**src/hdl/acl_defs.svh**
```systemverilog
// constants of the access rule entry matcher: offsets, fields, resets, codes
// assumes a 32-bit APB slave with byte addresses and one word per register
`ifndef ACL_DEFS_SVH
`define ACL_DEFS_SVH

`define OFS_CTRL      8'h00
`define OFS_SRC_LO    8'h04
`define OFS_SRC_HI    8'h08
`define OFS_DST_LO    8'h0C
`define OFS_DST_HI    8'h10
`define OFS_VID_PROTO 8'h14
`define OFS_SIP       8'h18
`define OFS_SIP_MASK  8'h1C
`define OFS_DIP       8'h20
`define OFS_DIP_MASK  8'h24
`define OFS_COUNT     8'h28
`define OFS_STATUS    8'h2C

`define CTRL_FTYPE    1:0
`define CTRL_DENY     2
`define CTRL_SRC_EN   3
`define CTRL_DST_SEL  6:4
`define CTRL_VID      7
`define CTRL_PRIO_EN  8
`define CTRL_PRIO     11:9
`define CTRL_PROTO    14:12
`define CTRL_TTL      16:15
`define CTRL_FRAG     18:17
`define CTRL_OPT      20:19
`define CTRL_SIP      22:21
`define CTRL_DIP      24:23
`define VP_VID        11:0
`define VP_PROTO      23:16

`define VID_RESET     12'h001
`define VID_NONE      12'h000
`define ETYPE_MIN     16'h0600
`define PROTO_ICMP    8'h01
`define PROTO_TCP     8'h06
`define PROTO_UDP     8'h11
`define RESULT_DELAY  1

`endif

```
**src/hdl/acl_pkg.sv**
```systemverilog
// types of the access rule entry matcher
// assumes acl_defs.svh supplies the numeric constants
package acl_pkg;
  typedef enum logic [1:0] {FT_ANY, FT_ETYPE, FT_ARP, FT_IPV4} frame_type_t;
  typedef enum logic [2:0] {
    MAC_ANY, MAC_GROUP, MAC_ALL_HOSTS, MAC_SINGLE, MAC_SPECIFIC
  } mac_sel_t;
  typedef enum logic [2:0] {PR_ANY, PR_SPECIFIC, PR_ICMP, PR_UDP, PR_TCP} proto_sel_t;
  typedef enum logic [1:0] {TRI_ANY, TRI_NO, TRI_YES} tri_sel_t;
  typedef enum logic [1:0] {IP_ANY, IP_HOST, IP_NET} ip_sel_t;
endpackage

```
**src/hdl/frame_acl_entry_matcher.sv**
```systemverilog
// one access rule entry: APB configuration, frame criteria match, counter
// assumes decoded header fields arrive synchronous to clk with hdr_valid
`timescale 1ns/1ps
`include "acl_defs.svh"
module frame_acl_entry_matcher import acl_pkg::*; #(
  parameter int CNT_W  = 32,
  parameter int ADDR_W = 8
) (
  input  wire logic              clk,
  input  wire logic              rst,
  input  wire logic              psel,
  input  wire logic              penable,
  input  wire logic              pwrite,
  input  wire logic [ADDR_W-1:0] paddr,
  input  wire logic [31:0]       pwdata,
  output logic [31:0]            prdata,
  output logic                   pready,
  output logic                   pslverr,
  input  wire logic              hdr_valid,
  input  wire logic              frm_is_arp,
  input  wire logic              frm_is_ipv4,
  input  wire logic [15:0]       frm_len_type,
  input  wire logic [47:0]       frm_source_hw_address,
  input  wire logic [47:0]       frm_destination_hw_address,
  input  wire logic [11:0]       frm_vid,
  input  wire logic [2:0]        frm_prio,
  input  wire logic [7:0]        frm_ip_proto,
  input  wire logic [7:0]        frm_ttl,
  input  wire logic              frm_more_fragments_bit,
  input  wire logic [12:0]       frm_fragment_position,
  input  wire logic              frm_ip_options,
  input  wire logic [31:0]       frm_source_net_address,
  input  wire logic [31:0]       frm_destination_net_address,
  output logic                   match_valid,
  output logic                   match_hit,
  output logic                   match_drop
);

  typedef struct packed {
    frame_type_t      ftype;
    logic             deny;
    logic             src_spec;
    mac_sel_t         dst_sel;
    logic             vid_spec;
    logic             prio_spec;
    logic [2:0]       prio;
    proto_sel_t       proto_sel;
    tri_sel_t         ttl_sel;
    tri_sel_t         frag_sel;
    tri_sel_t         opt_sel;
    ip_sel_t          sip_sel;
    ip_sel_t          dip_sel;
    logic [47:0]      src_hw;
    logic [47:0]      dst_hw;
    logic [11:0]      vid;
    logic [7:0]       proto;
    logic [31:0]      source_net_address;
    logic [31:0]      sip_mask;
    logic [31:0]      destination_net_address;
    logic [31:0]      dip_mask;
    logic [CNT_W-1:0] count;
    logic             res_valid;
    logic             res_hit;
    logic             res_drop;
    logic [31:0]      rdata;
    logic             rerr;
  } state_t;

  state_t s_reg;
  state_t s_next;

  function automatic logic tri_ok(input tri_sel_t sel, input logic flag);
    unique case (sel)
      TRI_ANY: tri_ok = 1'b1;
      TRI_NO:  tri_ok = !flag;
      TRI_YES: tri_ok = flag;
      default: tri_ok = 1'b0;
    endcase
  endfunction

  function automatic logic ip_ok(input ip_sel_t sel, input logic [31:0] addr,
                                 input logic [31:0] val, input logic [31:0] mask);
    unique case (sel)
      IP_ANY:  ip_ok = 1'b1;
      IP_HOST: ip_ok = (addr == val);
      IP_NET:  ip_ok = ((addr & mask) == (val & mask));
      default: ip_ok = 1'b0;
    endcase
  endfunction

  function automatic logic decode_hit(input logic [ADDR_W-1:0] a);
    decode_hit = (a[1:0] == 2'b00) && (a <= ADDR_W'(`OFS_STATUS));
  endfunction

  logic setup;
  logic wr_access;
  logic frm_bcast;
  logic frm_group;
  logic frm_etype;
  logic type_ok;
  logic src_ok;
  logic dst_ok;
  logic vid_ok;
  logic prio_ok;
  logic proto_ok;
  logic ip_crit_ok;
  logic hit_c;
  logic cnt_clear;

  assign setup     = psel && !penable;
  assign wr_access = psel && penable && pwrite && decode_hit(paddr);
  assign cnt_clear = wr_access && (paddr == ADDR_W'(`OFS_COUNT));
  // zero wait states: read data was captured in the setup cycle
  assign pready    = 1'b1;
  assign pslverr   = psel && penable && s_reg.rerr;
  assign prdata    = s_reg.rdata;

  assign match_valid = s_reg.res_valid;
  assign match_hit   = s_reg.res_hit;
  assign match_drop  = s_reg.res_drop;

  always_comb begin
    frm_bcast = &frm_destination_hw_address;
    frm_group = frm_destination_hw_address[40] && !frm_bcast;
    frm_etype = !frm_is_arp && !frm_is_ipv4 && (frm_len_type >= `ETYPE_MIN);

    unique case (s_reg.ftype)
      FT_ANY:   type_ok = 1'b1;
      FT_ETYPE: type_ok = frm_etype;
      FT_ARP:   type_ok = frm_is_arp;
      FT_IPV4:  type_ok = frm_is_ipv4;
    endcase

    // source filter only exists for Ethernet-type and ARP entries
    src_ok = !((s_reg.ftype == FT_ETYPE) || (s_reg.ftype == FT_ARP))
             || !s_reg.src_spec
             || (frm_source_hw_address == s_reg.src_hw);

    unique case (s_reg.dst_sel)
      MAC_ANY:       dst_ok = 1'b1;
      MAC_GROUP:     dst_ok = frm_group;
      MAC_ALL_HOSTS: dst_ok = frm_bcast;
      MAC_SINGLE:    dst_ok = !frm_destination_hw_address[40];
      MAC_SPECIFIC:  dst_ok = (frm_destination_hw_address == s_reg.dst_hw);
      default:       dst_ok = 1'b0;
    endcase

    vid_ok  = !s_reg.vid_spec || (frm_vid == s_reg.vid);
    prio_ok = !s_reg.prio_spec || (frm_prio == s_reg.prio);

    unique case (s_reg.proto_sel)
      PR_ANY:      proto_ok = 1'b1;
      PR_SPECIFIC: proto_ok = (frm_ip_proto == s_reg.proto);
      PR_ICMP:     proto_ok = (frm_ip_proto == `PROTO_ICMP);
      PR_UDP:      proto_ok = (frm_ip_proto == `PROTO_UDP);
      PR_TCP:      proto_ok = (frm_ip_proto == `PROTO_TCP);
      default:     proto_ok = 1'b0;
    endcase

    ip_crit_ok = proto_ok
      && tri_ok(s_reg.ttl_sel, frm_ttl != 8'h00)
      && tri_ok(s_reg.frag_sel,
                frm_more_fragments_bit || (frm_fragment_position != 13'h0000))
      && tri_ok(s_reg.opt_sel, frm_ip_options)
      && ip_ok(s_reg.sip_sel, frm_source_net_address,
               s_reg.source_net_address, s_reg.sip_mask)
      && ip_ok(s_reg.dip_sel, frm_destination_net_address,
               s_reg.destination_net_address, s_reg.dip_mask);

    // every criterion ANDed; an unused one is constant true
    hit_c = type_ok && src_ok && dst_ok && vid_ok && prio_ok
            && ((s_reg.ftype != FT_IPV4) || ip_crit_ok);

    s_next = s_reg;

    // one-cycle result after the strobe
    s_next.res_valid = hdr_valid;
    s_next.res_hit   = hdr_valid && hit_c;
    s_next.res_drop  = hdr_valid && hit_c && s_reg.deny;

    if (wr_access) begin
      unique case (paddr)
        ADDR_W'(`OFS_CTRL): begin
          s_next.ftype     = frame_type_t'(pwdata[`CTRL_FTYPE]);
          s_next.deny      = pwdata[`CTRL_DENY];
          s_next.src_spec  = pwdata[`CTRL_SRC_EN];
          s_next.dst_sel   = mac_sel_t'(pwdata[`CTRL_DST_SEL]);
          s_next.vid_spec  = pwdata[`CTRL_VID];
          s_next.prio_spec = pwdata[`CTRL_PRIO_EN];
          s_next.prio      = pwdata[`CTRL_PRIO];
          s_next.proto_sel = proto_sel_t'(pwdata[`CTRL_PROTO]);
          s_next.ttl_sel   = tri_sel_t'(pwdata[`CTRL_TTL]);
          s_next.frag_sel  = tri_sel_t'(pwdata[`CTRL_FRAG]);
          s_next.opt_sel   = tri_sel_t'(pwdata[`CTRL_OPT]);
          s_next.sip_sel   = ip_sel_t'(pwdata[`CTRL_SIP]);
          s_next.dip_sel   = ip_sel_t'(pwdata[`CTRL_DIP]);
        end
        ADDR_W'(`OFS_SRC_LO):   s_next.src_hw[31:0]  = pwdata;
        ADDR_W'(`OFS_SRC_HI):   s_next.src_hw[47:32] = pwdata[15:0];
        ADDR_W'(`OFS_DST_LO):   s_next.dst_hw[31:0]  = pwdata;
        ADDR_W'(`OFS_DST_HI):   s_next.dst_hw[47:32] = pwdata[15:0];
        ADDR_W'(`OFS_VID_PROTO): begin
          // a VLAN identifier of zero is not a legal setting and is ignored
          if (pwdata[`VP_VID] != `VID_NONE) begin
            s_next.vid = pwdata[`VP_VID];
          end
          s_next.proto = pwdata[`VP_PROTO];
        end
        ADDR_W'(`OFS_SIP):      s_next.source_net_address      = pwdata;
        ADDR_W'(`OFS_SIP_MASK): s_next.sip_mask = pwdata;
        ADDR_W'(`OFS_DIP):      s_next.destination_net_address      = pwdata;
        ADDR_W'(`OFS_DIP_MASK): s_next.dip_mask = pwdata;
        default: ;
      endcase
    end

    // a match in the clearing cycle is kept: counter restarts at one
    if (hdr_valid && hit_c) begin
      s_next.count = cnt_clear ? CNT_W'(1) : s_reg.count + CNT_W'(1);
    end else if (cnt_clear) begin
      s_next.count = '0;
    end

    if (setup) begin
      s_next.rerr  = !decode_hit(paddr);
      s_next.rdata = 32'h0000_0000;
      unique case (paddr)
        ADDR_W'(`OFS_CTRL): begin
          s_next.rdata[`CTRL_FTYPE]   = s_reg.ftype;
          s_next.rdata[`CTRL_DENY]    = s_reg.deny;
          s_next.rdata[`CTRL_SRC_EN]  = s_reg.src_spec;
          s_next.rdata[`CTRL_DST_SEL] = s_reg.dst_sel;
          s_next.rdata[`CTRL_VID]     = s_reg.vid_spec;
          s_next.rdata[`CTRL_PRIO_EN] = s_reg.prio_spec;
          s_next.rdata[`CTRL_PRIO]    = s_reg.prio;
          s_next.rdata[`CTRL_PROTO]   = s_reg.proto_sel;
          s_next.rdata[`CTRL_TTL]     = s_reg.ttl_sel;
          s_next.rdata[`CTRL_FRAG]    = s_reg.frag_sel;
          s_next.rdata[`CTRL_OPT]     = s_reg.opt_sel;
          s_next.rdata[`CTRL_SIP]     = s_reg.sip_sel;
          s_next.rdata[`CTRL_DIP]     = s_reg.dip_sel;
        end
        ADDR_W'(`OFS_SRC_LO):   s_next.rdata        = s_reg.src_hw[31:0];
        ADDR_W'(`OFS_SRC_HI):   s_next.rdata[15:0]  = s_reg.src_hw[47:32];
        ADDR_W'(`OFS_DST_LO):   s_next.rdata        = s_reg.dst_hw[31:0];
        ADDR_W'(`OFS_DST_HI):   s_next.rdata[15:0]  = s_reg.dst_hw[47:32];
        ADDR_W'(`OFS_VID_PROTO): begin
          s_next.rdata[`VP_VID]   = s_reg.vid;
          s_next.rdata[`VP_PROTO] = s_reg.proto;
        end
        ADDR_W'(`OFS_SIP):      s_next.rdata = s_reg.source_net_address;
        ADDR_W'(`OFS_SIP_MASK): s_next.rdata = s_reg.sip_mask;
        ADDR_W'(`OFS_DIP):      s_next.rdata = s_reg.destination_net_address;
        ADDR_W'(`OFS_DIP_MASK): s_next.rdata = s_reg.dip_mask;
        ADDR_W'(`OFS_COUNT):    s_next.rdata = 32'(s_reg.count);
        ADDR_W'(`OFS_STATUS): begin
          s_next.rdata[0] = s_reg.res_valid;
          s_next.rdata[1] = s_reg.res_hit;
          s_next.rdata[2] = s_reg.res_drop;
        end
        default: ;
      endcase
    end
  end

  always_ff @(posedge clk) begin
    if (rst) begin
      s_reg          <= '0;
      s_reg.ftype    <= FT_ANY;
      s_reg.dst_sel  <= MAC_ANY;
      s_reg.vid      <= `VID_RESET;
      s_reg.sip_mask <= 32'hFFFF_FFFF;
      s_reg.dip_mask <= 32'hFFFF_FFFF;
    end else begin
      s_reg <= s_next;
    end
  end
endmodule

```
**config.mk**
```make
export PLATFORM = sky130hd
export DESIGN_NAME = frame_acl_entry_matcher
export DESIGN_NICKNAME = d
export VERILOG_FILES = /design/src/hdl/acl_pkg.sv /design/src/hdl/frame_acl_entry_matcher.sv
export VERILOG_INCLUDE_DIRS = /design/src /design/src/hdl
export SDC_FILE = /design/constraint.sdc
export NUM_CORES = 1
export LEC_CHECK = 0
export ABC_AREA = 1
export ABC_CLOCK_PERIOD_IN_PS = 1950
export BUFFER_PORTS_ARGS = -buffer_cell sky130_fd_sc_hd__buf_2
export CORE_UTILIZATION = 25
export CTS_BUF_LIST = sky130_fd_sc_hd__clkbuf_16
export DETAILED_ROUTE_END_ITERATION = 10
export PLACE_DENSITY = 0.5
export SLEW_MARGIN = 5
export SYNTH_ARGS = -nofsm -noshare
export SYNTH_HDL_FRONTEND = slang
export SYNTH_SLANG_ARGS = --single-unit
```
**constraint.sdc**
```tcl
create_clock -name clk -period 1.95 [get_ports clk]
set_input_delay 0.0975 -clock clk [delete_from_list [all_inputs] [get_ports clk]]
set_output_delay 0.0975 -clock clk [all_outputs]
set_load 0.02 [all_outputs]
```
==> report_table.html <==
<table>
<tr><th>Metric</th><th>Value</th></tr>
<tr><th colspan="2">Pwr</th></tr>
<tr><td>Peak supply drop</td><td>0.455 mV</td></tr>
<tr><td>Power density over cell area</td><td>614 nW/um^2</td></tr>
<tr><td>Total power after layout</td><td>15.7 mW</td></tr>
<tr><td>Leakage dissipation</td><td>10.9 nW</td></tr>
<tr><th colspan="2">Floorplanning</th></tr>
<tr><td>Top-level port count</td><td>307</td></tr>
<tr><td>Die X</td><td>273 um</td></tr>
<tr><td>Total core area</td><td>72000 sq um</td></tr>
<tr><td>Count of standard-cell rows</td><td>98</td></tr>
<tr><td>Vertical extent of the die</td><td>273 um</td></tr>
<tr><td>Starting density of the core</td><td>25.5%</td></tr>
<tr><td>Area of the die</td><td>74400 sq um</td></tr>
<tr><th colspan="2">CTS</th></tr>
<tr><td>Number of CTS-inserted buffers</td><td>39</td></tr>
<tr><td>TritonCTS clock tree</td><td>built</td></tr>
<tr><td>Clock slew at reported path FFs</td><td>60 ps</td></tr>
<tr><td>Clk root buf</td><td>clkbuf_16</td></tr>
<tr><td>Clock buffer depth</td><td>3</td></tr>
<tr><td>Source-to-sink clock delay at the later pin of the worst-skew pair</td><td>570 ps</td></tr>
<tr><td>H-tree levels</td><td>2</td></tr>
<tr><td>Total clock sinks</td><td>337</td></tr>
<tr><th colspan="2">Worst setup path</th></tr>
<tr><td>Stage delay of the slowest cell on the critical path</td><td>340 ps</td></tr>
<tr><td>Category of cells accounting for the largest share of critical-path delay</td><td>simple AND/OR/NAND/NOR gates</td></tr>
<tr><td>Type of origin of the critical path</td><td>register</td></tr>
<tr><td>Arrival time worst endpoint</td><td>2690 ps</td></tr>
<tr><td>Endpoint type of the worst setup path</td><td>register</td></tr>
<tr><td>Bufs and invs on worst path</td><td>3</td></tr>
<tr><td>Class of the most critical setup path</td><td>register to register</td></tr>
<tr><td>Library cell contributing the largest single delay on the critical path</td><td>dfxtp_2</td></tr>
<tr><td>Critical Path RT</td><td>2440 ps</td></tr>
<tr><td>Highest net fanout along the worst path</td><td>8</td></tr>
<tr><td>CP cell instances</td><td>xnor2_2 -&gt; nand2_1 -&gt; nor3_2 -&gt; nand3b_1 -&gt; a21oi_1 -&gt; buf_4 -&gt; nand2_4 -&gt; nor2_4 -&gt; buf_12 -&gt; buf_12 -&gt; nand3_2 -&gt; nand2_2 -&gt; nand2_1 -&gt; nor2_1</td></tr>
<tr><th colspan="2">Global route</th></tr>
<tr><td>Via count of the first global-routing pass</td><td>19299</td></tr>
<tr><td>All-Layer GR Usage</td><td>23.3%</td></tr>
<tr><td>Initial antenna violation count</td><td>8</td></tr>
<tr><td>Overflow after GRT</td><td>0</td></tr>
<tr><td>Largest net degree at the start of global routing</td><td>86</td></tr>
<tr><td>First-pass GRT wire length</td><td>127000 um</td></tr>
<tr><th colspan="2">Drt</th></tr>
<tr><td>Vias</td><td>20489</td></tr>
<tr><td>Total iterations of the first detailed-routing run</td><td>7</td></tr>
<tr><td>Number of remaining DRC errors</td><td>0</td></tr>
<tr><td>Routed vias/inst</td><td>4.84</td></tr>
<tr><td>Post-route antenna net violation count</td><td>0</td></tr>
<tr><td>Routed wire length</td><td>89500 um</td></tr>
<tr><td>Routed WL per cell</td><td>21.1 um</td></tr>
<tr><td>1st-iter DRT viols</td><td>1749</td></tr>
<tr><th colspan="2">Yosys</th></tr>
<tr><td>Multiplexer share of the synthesized area</td><td>0%</td></tr>
<tr><td>Number of enable flip-flop cells after synthesis</td><td>0</td></tr>
<tr><td>Post-synthesis sequential element count</td><td>337</td></tr>
<tr><td>FFs w/ async S/R, synth</td><td>0%</td></tr>
<tr><td>Complex-gate fraction of the synthesized area</td><td>20.4%</td></tr>
<tr><td>Number of warnings issued by yosys</td><td>0</td></tr>
<tr><td>Adder-cell share of the synthesized area</td><td>0.341%</td></tr>
<tr><td>Mapped cell area</td><td>18300 sq um</td></tr>
<tr><td>Primary FF master, synth</td><td>dfxtp_1</td></tr>
<tr><td>Combinational family with the most area after synthesis</td><td>simple AND/OR/NAND/NOR gates</td></tr>
<tr><td>Sequential area share after synthesis</td><td>36.8%</td></tr>
<tr><td>Count of unique library cells instantiated by Yosys</td><td>44</td></tr>
<tr><td>Xor/xnor cell area share of the yosys netlist</td><td>7.74%</td></tr>
<tr><td>Instance count of the mapped netlist</td><td>2660</td></tr>
<tr><td>Average size of a mapped cell</td><td>6.89 sq um</td></tr>
<tr><td>Post-Synth Simple-Gate Area</td><td>23.4%</td></tr>
<tr><td>Synth Net Count</td><td>2935</td></tr>
<tr><th colspan="2">STA</th></tr>
<tr><td>Final Hold Fails</td><td>0</td></tr>
<tr><td>Headroom to the max-slew limit</td><td>56.0%</td></tr>
<tr><td>Setup ws final</td><td>-253 ps</td></tr>
<tr><td>Worst Hold Slack</td><td>19.9 ps</td></tr>
<tr><td>Worst clock skew on the final layout</td><td>14.9 ps</td></tr>
<tr><td>Highest clock rate</td><td>0.454 GHz</td></tr>
<tr><td>Endpoints failing setup</td><td>34</td></tr>
<tr><td>Tcrit/Tclk final</td><td>113%</td></tr>
<tr><td>Total count of max-transition violations in the final report</td><td>0</td></tr>
<tr><td>Transition time at the pin with the least slew margin</td><td>651 ps</td></tr>
<tr><td>Final period demand of the worst path</td><td>2200 ps</td></tr>
<tr><td>RSZ-0062 raised after global routing</td><td>true</td></tr>
<tr><td>Final-layout setup total negative slack</td><td>-6830 ps</td></tr>
<tr><th colspan="2">Final layout</th></tr>
<tr><td>Post-layout net count</td><td>3531</td></tr>
<tr><td>Final Cell Area</td><td>25500 sq um</td></tr>
<tr><td>Fraction of final layout cells sized beyond drive strength 1</td><td>26.7%</td></tr>
<tr><td>Flip-flop count of the largest register after layout</td><td>302</td></tr>
<tr><td>Leading cell type in the layout, fill and taps excluded</td><td>nand2_1</td></tr>
<tr><td>Final Non-Filler Cells</td><td>4235</td></tr>
<tr><td>Most frequent cells in the layout</td><td>nand2_1, buf_4, dfxtp_1</td></tr>
<tr><td>Share of the core filled with cells in the final layout</td><td>35.5%</td></tr>
<tr><td>Area growth, synth to finish</td><td>39.2%</td></tr>
<tr><th colspan="2">Job</th></tr>
<tr><td>Max-cap violations</td><td>0</td></tr>
<tr><th colspan="2">Placed design</th></tr>
<tr><td>Placed Area</td><td>23500 sq um</td></tr>
<tr><td>Detailed-placement wirelength estimate</td><td>69600 um</td></tr>
<tr><td>Pre-CTS setup slack</td><td>-387 ps</td></tr>
<tr><td>Final Wtd Congestion</td><td>0.986</td></tr>
<tr><td>Count of placed standard cells including taps</td><td>4125</td></tr>
<tr><td>Port buffer count</td><td>296</td></tr>
<tr><th colspan="2">Worst hold path</th></tr>
<tr><td>Min-delay worst type</td><td>input pin to register</td></tr>
<tr><th colspan="2">Run status</th></tr>
<tr><td>Outcome</td><td>finished with violations</td></tr>
<tr><td>Failing checks</td><td>negative setup slack</td></tr>
</table>
-- cell usage after synthesis (4+ instances only) --
cell type / number / share of area (%)
nor2_2: 6 / 0.20
inv_1: 313 / 6.4
buf_1: 5 / 0.10
o22ai_1: 91 / 3.1
xor2_1: 47 / 2.2
o31ai_1: 4 / 0.16
nor4_1: 9 / 0.31
buf_6: 4 / 0.25
xnor2_1: 115 / 5.5
o2111ai_1: 4 / 0.19
nand3_2: 12 / 0.66
nor3_1: 16 / 0.44
nand2_1: 523 / 11
a21oi_1: 255 / 7.0
dfxtp_1: 337 / 37
o41ai_1: 4 / 0.19
a221oi_1: 37 / 1.8
o211ai_1: 57 / 2.3
o221ai_1: 5 / 0.24
o21ai_0: 188 / 5.1
ha_1: 5 / 0.34
nand2_2: 4 / 0.14
nand3b_1: 6 / 0.25
buf_2: 24 / 0.66
or2_2: 8 / 0.27
clkbuf_1: 112 / 2.3
buf_4: 35 / 1.4
nand4_1: 48 / 1.6
nor2_1: 218 / 4.5
nand3_1: 147 / 4.0
clkinv_1: 4 / 0.082
-- per-layer routing --
metal	global-route usage, %	up-vias	part of all wire [%]
met4	12.2	6	5.6
li1	-	9980	-
met2	37.5	856	45
met3	3.14	178	6.5
met1	30.1	9469	43
met5	0	-	0.046
-- cell families after synthesis --
| kind of cell | after synthesis |
|---|---|
| AND/OR/NAND/NOR | 1003 |
| AO/OA/AOI/OAI | 652 |
| buffers and inverters | 500 |
| flip-flops | 337 |
| XOR/XNOR | 162 |
| adder cells (fa/ha/maj) | 5 |
| other | 1 |
-- repair_timing --
action | in CTS | in global routing
pin swaps | 29 | 29
gates cloned | 7 | 3
buffers inserted | 7 | 1
gates resized for setup | 51 | 50
hold buffers | 25 | 0
setup endpoints to repair | 34 | 34
endpoints found under the hold margin | 143 | 0
-- worst paths after layout --
check | slack (ps) | cells after the start | endpoint | startpoint
setup / recovery | -250 | 14 | s_reg[43] | s_reg[210]
hold / removal | 20 | 4 | s_reg[136] | pwdata[4]
setup reg to reg | -250 | 14 | s_reg[43] | s_reg[210]
hold reg to reg | 460 | 2 | prdata[3] | prdata[3]
-- power breakdown --
part	leakage [nW]	switching [mW]	internal, mW
Clock	0.627	3.16	4.05
Sequential	2.72	0.00729	6.89
Combinational	7.58	0.944	0.637
-- final cells by class --
class	count	area [sq um]
fill	7650	46400
multi-input combinational	1826	9880
sequential	337	6770
timing repair buffer	733	5290
inverter	319	1200
tap	950	1190
clock buffer	41	1030
clock inverter	28	174
antenna	1	2.50
-- worst register-to-register path, cell delays in order, from the launching register on --
cell      delay, ps
dfxtp_2         340
xnor2_2         140
nand2_1          80
nor3_2          160
nand3b_1        200
a21oi_1         200
buf_4           140
nand2_4          50
nor2_4          180
buf_12          200
buf_12          150
nand3_2          70
nand2_2          60
nand2_1          50
nor2_1          110
(Power assumes the default switching activity.)
